<file path="src/hdl/added_irq_defs.vh">
// Constants for the added interrupt status bank
//
// Summary of operation
// Tx early flag latches when enabled, W1C
// Rx early flag latches when enabled, W1C
// Transceiver flag is OR of bits 6..0
// Pause flag sets on pause frame if enabled
// Bus error kind: 000 par, 001 mabt, 010 tabt
// Kind valid only with fatal error; no irq
// Latched flags hold until written one
// Bits 14..0 mirror main status register
// Tx deferred flag latches, W1C, resets zero
`ifndef ADDED_IRQ_DEFS_VH
`define ADDED_IRQ_DEFS_VH
`define OFS_STATUS       12'h080
`define OFS_ENABLE       12'h084
`define OFS_MAIN_STATUS  12'h028
`define OFS_TRX_IRQ      12'h0A0
`define BIT_TX_EARLY     31
`define BIT_RX_EARLY     30
`define BIT_TRX          29
`define BIT_TX_DEFER     28
`define BIT_PAUSE        26
`define BIT_ANIE         16
`define BEK_HI           25
`define BEK_LO           23
`define BEK_PARITY       3'h0
`define BEK_MABORT       3'h1
`define BEK_TABORT       3'h2
`define MIRROR_HI        14
`define FATAL_BIT        13
`define EN_WMASK         32'hF401FFFF
`endif

</file>
<file path="src/hdl/added_interrupt_status_bank.v">
// Added interrupt status and enable registers on APB
`timescale 1ns/1ps
`include "added_irq_defs.vh"
module added_interrupt_status_bank (
  // Clock and reset
  input  wire        core_clk,
  input  wire        reset,
  // APB slave
  input  wire        psel,
  input  wire        penable,
  input  wire        pwrite,
  input  wire [11:0] paddr,
  input  wire [31:0] pwdata,
  output reg  [31:0] prdata,
  output reg         pready,
  output reg         pslverr,
  // Events
  input  wire        tx_packet_moved,
  input  wire        rx_first_desc_filled,
  input  wire        tx_deferred,
  input  wire        pause_frame_rx,
  input  wire        pause_enable,
  input  wire [6:0]  transceiver_irq_register,
  input  wire [14:0] main_status_register,
  input  wire        bus_error,
  input  wire [2:0]  bus_error_cause,
  // Main status clear request, one-cycle pulse of W1C bits 14..0
  output reg  [14:0] main_status_clear,
  // Interrupt
  output reg         irq
);
  reg  [31:0] enable_r;
  reg         tx_early_irq_flag_r;
  reg         rx_early_irq_flag_r;
  reg         tx_deferred_irq_flag_r;
  reg         pause_rx_irq_flag_r;
  reg  [2:0]  bus_error_kind_r;
  reg         trx_irq_flag_r;
  wire        wr_acc;
  wire        rd_acc;
  wire        wr_stat;
  wire        wr_en;
  wire [31:0] status_word;
  wire [31:0] pending;
  reg  [31:0] rdata_nxt;
  reg         err_nxt;

  // Clear only on the completing access edge
  assign wr_acc  = psel & penable & pready & pwrite;
  assign rd_acc  = psel & ~penable & ~pwrite;
  assign wr_stat = wr_acc & (paddr == `OFS_STATUS);
  assign wr_en   = wr_acc & (paddr == `OFS_ENABLE);

  function w1c_next;
    input cur;
    input set;
    input clr;
    begin
      // Set wins over a simultaneous clear
      w1c_next = set | (cur & ~clr);
    end
  endfunction

  assign status_word = {tx_early_irq_flag_r, rx_early_irq_flag_r,
                        trx_irq_flag_r, tx_deferred_irq_flag_r, 1'b0,
                        pause_rx_irq_flag_r, bus_error_kind_r,
                        8'h00, main_status_register};
  // Error kind bits are not part of the pending set
  assign pending = status_word & enable_r &
                   {1'b1, 1'b1, 1'b1, 1'b1, 1'b0, 1'b1, 26'h0000000};

  always @(posedge core_clk) begin
    if (reset) begin
      enable_r               <= 32'h00000000;
      tx_early_irq_flag_r    <= 1'b0;
      rx_early_irq_flag_r    <= 1'b0;
      tx_deferred_irq_flag_r <= 1'b0;
      pause_rx_irq_flag_r    <= 1'b0;
      trx_irq_flag_r         <= 1'b0;
      bus_error_kind_r       <= `BEK_PARITY;
      main_status_clear      <= 15'h0000;
      irq                    <= 1'b0;
    end else begin
      if (wr_en)
        enable_r <= pwdata & `EN_WMASK;
      tx_early_irq_flag_r <= w1c_next(tx_early_irq_flag_r,
        tx_packet_moved & enable_r[`BIT_TX_EARLY],
        wr_stat & pwdata[`BIT_TX_EARLY]);
      rx_early_irq_flag_r <= w1c_next(rx_early_irq_flag_r,
        rx_first_desc_filled & enable_r[`BIT_RX_EARLY],
        wr_stat & pwdata[`BIT_RX_EARLY]);
      tx_deferred_irq_flag_r <= w1c_next(tx_deferred_irq_flag_r,
        tx_deferred, wr_stat & pwdata[`BIT_TX_DEFER]);
      pause_rx_irq_flag_r <= w1c_next(pause_rx_irq_flag_r,
        pause_frame_rx & pause_enable,
        wr_stat & pwdata[`BIT_PAUSE]);
      trx_irq_flag_r <= |transceiver_irq_register;
      // Cause is captured only when an error occurs; codes 011, 1xx reserved
      if (bus_error)
        bus_error_kind_r <= bus_error_cause;
      main_status_clear <= wr_stat ? pwdata[`MIRROR_HI:0] : 15'h0000;
      irq <= |pending;
    end
  end

  always @* begin
    rdata_nxt = 32'h00000000;
    err_nxt   = 1'b0;
    case (paddr)
      `OFS_STATUS: rdata_nxt = status_word;
      `OFS_ENABLE: rdata_nxt = enable_r;
      default:     err_nxt   = 1'b1;
    endcase
  end

  // No wait state: pready and data registered during setup
  always @(posedge core_clk) begin
    if (reset) begin
      prdata  <= 32'h00000000;
      pready  <= 1'b0;
      pslverr <= 1'b0;
    end else begin
      pready  <= psel & ~penable;
      pslverr <= psel & ~penable & err_nxt;
      if (rd_acc)
        prdata <= rdata_nxt;
    end
  end
endmodule

</file>
<file path="config.mk">
export PLATFORM = sky130hd
export DESIGN_NAME = added_interrupt_status_bank
export DESIGN_NICKNAME = d
export VERILOG_FILES = /design/src/hdl/added_interrupt_status_bank.v
export VERILOG_INCLUDE_DIRS = /design/src /design/src/hdl
export SDC_FILE = /design/constraint.sdc
export NUM_CORES = 1
export LEC_CHECK = 0
export ABC_AREA = 1
export BUFFER_PORTS_ARGS = -buffer_cell sky130_fd_sc_hd__buf_4
export CAP_MARGIN = 20
export CORE_MARGIN = 5
export CORE_UTILIZATION = 25
export CTS_BUF_LIST = sky130_fd_sc_hd__clkbuf_4 sky130_fd_sc_hd__clkbuf_8
export DETAILED_ROUTE_END_ITERATION = 10
export PLACE_DENSITY = 0.45
export RECOVER_POWER = 100
export SLEW_MARGIN = 5
export SYNTH_ARGS = -nofsm -noshare
export SYNTH_HDL_FRONTEND = slang
export SYNTH_SLANG_ARGS = --single-unit
</file>
<file path="constraint.sdc">
create_clock -name core_clk -period 1.4 [get_ports core_clk]
set_input_delay 0.14 -clock core_clk [delete_from_list [all_inputs] [get_ports core_clk]]
set_output_delay 0.14 -clock core_clk [all_outputs]
set_load 0.02 [all_outputs]
</file>
# After elaboration in Yosys (flattened, before gate mapping)
# Cells that the tools add are included.
dict set report word_totals {
  reg_bits 80
}
dict set report op_classes {
  n_reduce_logical 4
  eq_ne 2
  n_bitwise 31
  n_mux 2
}
# op n
set op_table {}
lappend op_table {{32-bit one-hot mux with 2 select lines} 1}
lappend op_table {{32-bit AND} 1}
lappend op_table {{12-bit by 8-bit equality test with 1-bit output (second input constant)} 2}
lappend op_table {{1-bit AND} 19}
lappend op_table {{1-bit NOT} 7}
lappend op_table {{7-bit OR reduction} 1}
lappend op_table {{5-bit OR reduction} 1}
lappend op_table {{1-bit OR} 4}
lappend op_table {{2-bit OR reduction} 2}
lappend op_table {{1-bit two-way mux} 1}

# Logic depth before layout (Yosys ltp)
dict set report logic_depth {
  word_depth 8
  ltp_mapped 10
}

# Worst setup path before layout
# OpenSTA, ideal clock, no wires.
dict set report synth_path {
  kind {reg2reg}
  start {register pready}
  end {register enable_r[0]}
  setup_time_ps 113
  path_slack_ps 58
  path_stages_with_launch 7
  t_arrival_ps 1230
  required_ps 1287
  period_less_slack_ps 1342
  cell_sequence {dfxtp_1 nand2_1 nor2_2 nand3_4 buf_2 nor2_1 nor2_1}
}
dict set report synth_between {
  elab_chain_len 3
}
# element line
set synth_rtl {}
lappend synth_rtl {{start: declaration} added_interrupt_status_bank.v:15} ;# output reg pready,
lappend synth_rtl {{start signal: assignment} added_interrupt_status_bank.v:123} ;# pready <= psel & ~penable;
lappend synth_rtl {{1-bit AND (2 in series)} added_interrupt_status_bank.v:49} ;# assign wr_acc = psel & penable & pready & pwrite;
lappend synth_rtl {{1-bit AND} added_interrupt_status_bank.v:52} ;# assign wr_en = wr_acc & (paddr == `OFS_ENABLE);
lappend synth_rtl {{end signal: assignment} added_interrupt_status_bank.v:85} ;# enable_r <= pwdata & `EN_WMASK;
lappend synth_rtl {{end: declaration} added_interrupt_status_bank.v:32} ;# reg [31:0] enable_r;
# Every way passes these cells.
# A chain may end at the register's enable or synchronous reset.

# Final worst setup path
dict set report layout_path {
  start {register pready}
  end {register main_status_clear[2]}
}
dict set report layout_between {
  elab_chain_len 5
}
# element line
set layout_rtl {}
lappend layout_rtl {{1-bit AND (2 in series)} added_interrupt_status_bank.v:49}
lappend layout_rtl {{1-bit AND} added_interrupt_status_bank.v:51} ;# assign wr_stat = wr_acc & (paddr == `OFS_STATUS);
lappend layout_rtl {{1-bit NOT (no line)} --}
lappend layout_rtl {{2-bit OR reduction (no line)} --}
lappend layout_rtl {{end signal: assignment} added_interrupt_status_bank.v:101} ;# main_status_clear <= wr_stat ? pwdata[`MIRROR_HI:0] : 15'h0000;
lappend layout_rtl {{end: declaration} added_interrupt_status_bank.v:28} ;# output reg [14:0] main_status_clear,
# Every way passes these cells.

==> results.toml <==
[outcome]
outcome = "finished, final reports clean"

[yosys]
avgSynthCellArea_um2 = 7.23
netlist_area_um2 = 3210
yosys_warnings = 0
ys_ff_latch = 73
synth_cell_types = 25
seq_area_frac_synth_pct = 45.5
syn_inst = 444

[placement]
hpwl_mm = 6.67
dpl-instance-area_um2 = 4230
gp_congestion = 0.725
dp_cells = 711
portBuffers = 112

[detailed_routing]
drt_first_pass_iters = 4
routedWlPerCell_um = 12.5
drc = 0
drtIter0Drc = 144
vias_per_cell = 4.03
antenna_left = 0
routed_wl_mm = 9.14
num_vias = 2941

[global_route]
grt_pass1_wl_mm = 14.1
grt_overflow = 0
grt_pass1_vias = 2768
grt_max_degree = 51
grt.total_usage_pct = 12.1
antenna_found_initial = 0

[power_and_ir_drop]
worst_ir_drop_vdd_mv = 0.513
powerDensity_nw_per_um2 = 981
power.total_w = 0.00419
leakage_nw = 2.02

[worst_setup_path]
cp_slowest_cell = "dfxtp_1"
crit_start = "pready"
crit_buf_inv = 1
cpPeakStageDelay_ns = 0.33
cp_cell_sequence = "nand2_1 -> nor2_2 -> buf_4 -> nand3_4 -> nor2_1"
worst-setup-path-type = "flip-flop to flip-flop"
critPathLaunchType = "flip-flop"
required_ns = 1.68
reg2reg_from = "pready"
critPathMaxFanout = 15
crit_path_end_kind = "flip-flop"
path_delay_family = "simple AND/OR/NAND/NOR gates"
arrival_ns = 1.48

[timing]
hold_viol = 0
rsz0062_at_grt = "false"
post-route-min-period_ns = 1.19
finClkSkew_ns = 0.00442
timing.fmax_ghz = 0.837
setup_viol = 0
period_share_pct = 85.3
slew_viol_final = 0
fin_setup_tns_ns = 0

[floorplanning]
io-pin-count = 130
die-width_um = 123
row_count = 41
core_um2 = 12600
floorplan.initialDensity_pct = 25.4
dieArea_um2 = 15200
die_h_um = 123

[final_layout]
area_growth_syn_to_layout_pct = 33.0
fill_cells = 1470
multi_input_area_um2 = 1330
layout_commonest_cell = "nand2_1"
diodes = 0
drive_above_1_share_pct = 19.2
seq_area_um2 = 1460
stdcell_area_um2 = 4270
nets = 634
final_cell_mix = "83 x nand2_1, 73 x dfxtp_1, 71 x buf_4"
final_cells = 730

[flow_run]
max-cap-violations = 0

[clock_tree]
cts_tree = "done"
cts_buffer_depth = 2
cts_resized = 0
insertion_delay_ns = 0.35
numCtsBuffers = 9
post-cts-setup-buffers = 0
htree_levels = 3
clk_pin_slew_ns = 0.08
cts_sinks = 73
clock-root-buffer = "clkbuf_8"

[worst_hold_path]
holdCritStartpoint = "bus_error_cause[1]"
hp-class = "input pin to flip-flop"
Yosys cell counts (all sizes together):
cell type  count  area [µm²]
inv           66         248
clkinv         1        3.75
dfxtp         73        1460
a22o           2        17.5
nor2          74         315
clkbuf         9        33.8
nor3b          1        7.51
a21oi         12        60.1
o21a          20         150
nand2         83         312
buf           23         154
nor3           2        21.3
nand4          4        25.0
and2           2        15.0
nand3         62         335
conb           1        3.75
nor4           1        6.26
o21ai          8        40.0
repair_timing:
action                                  4_1_cts  5_1_grt
hold buffers                                  4        0
endpoints found under the setup margin        0        0
endpoints found under the hold margin         4        0
per-stage QoR:
stage | hold slack, ns | utilization (%) | worst slack [ns]
detailed placement | 0.369 | 33.5 | 0.0413
CTS | 0.00131 | 35.3 | 0.131
finish | 0.0217 | 33.8 | 0.206
global route | 0.00601 | 33.8 | 0.0230
floorplan | 0.252 | - | 0.0576
global placement | 0.371 | 33.5 | 0.0754
area by class of cell:
cell class	instances	area share [%]
multi-input cells	278	31.1
inverters	67	5.89
well taps	172	5.04
clock inverters	6	1.41
repair buffers	125	19.4
clock buffers	9	2.90
flip-flops and latches	73	34.2
sequential cells by signal, indices dropped and copies added (netlist names):
| register | cells |
|---|---|
| trx_irq_flag_r | 1 |
| main_status_clear | 15 |
| rx_early_irq_flag_r | 1 |
| pready | 1 |
| tx_deferred_irq_flag_r | 1 |
| prdata | 25 |
| pause_rx_irq_flag_r | 1 |
| bus_error_kind_r | 3 |
| pslverr | 1 |
| enable_r | 22 |
| tx_early_irq_flag_r | 1 |
| irq | 1 |
report_power, final:
group | switching, W | internal, W | total (W)
Clock | 0.000788 | 0.000803 | 0.00159
Sequential | 0.0000253 | 0.00212 | 0.00215
Combinational | 0.000237 | 0.000213 | 0.000449
Total | 0.00105 | 0.00314 | 0.00419
worst paths after layout:
kind / endpoint / slack, ns / depth (start not counted)
worst min-delay path: bus_error_kind_r[1] / 0.02 / 3
worst max register to register: main_status_clear[2] / 0.21 / 5
worst max-delay path: main_status_clear[2] / 0.21 / 5
worst min register to register: prdata[24] / 0.46 / 2
kinds of logic (layout without fill, tap and decap cells):
family	Yosys count	after routing	share of synthesized area, %
buf+inv	99	207	13.7
other cells	1	7	0.117
flops	73	73	45.5
compound gates	42	42	8.34
simple gates	229	229	32.3
routing by layer:
metal	global-route usage (%)	wire length [µm]	vias up	share of wire, %
met3	3.39	572	9	6.3
met5	0	0	-	0
met2	18.6	4230	61	46
met1	16.4	4200	1295	46
met4	4.15	138	0	1.5
li1	-	-	1576	-
worst register-to-register path, stage by stage (launching register included):
cell and delay, ns:
dfxtp_1 0.33, nand2_1 0.06, nor2_2 0.17, buf_4 0.18
nand3_4 0.21, nor2_1 0.17
(Power assumes the default switching activity.)
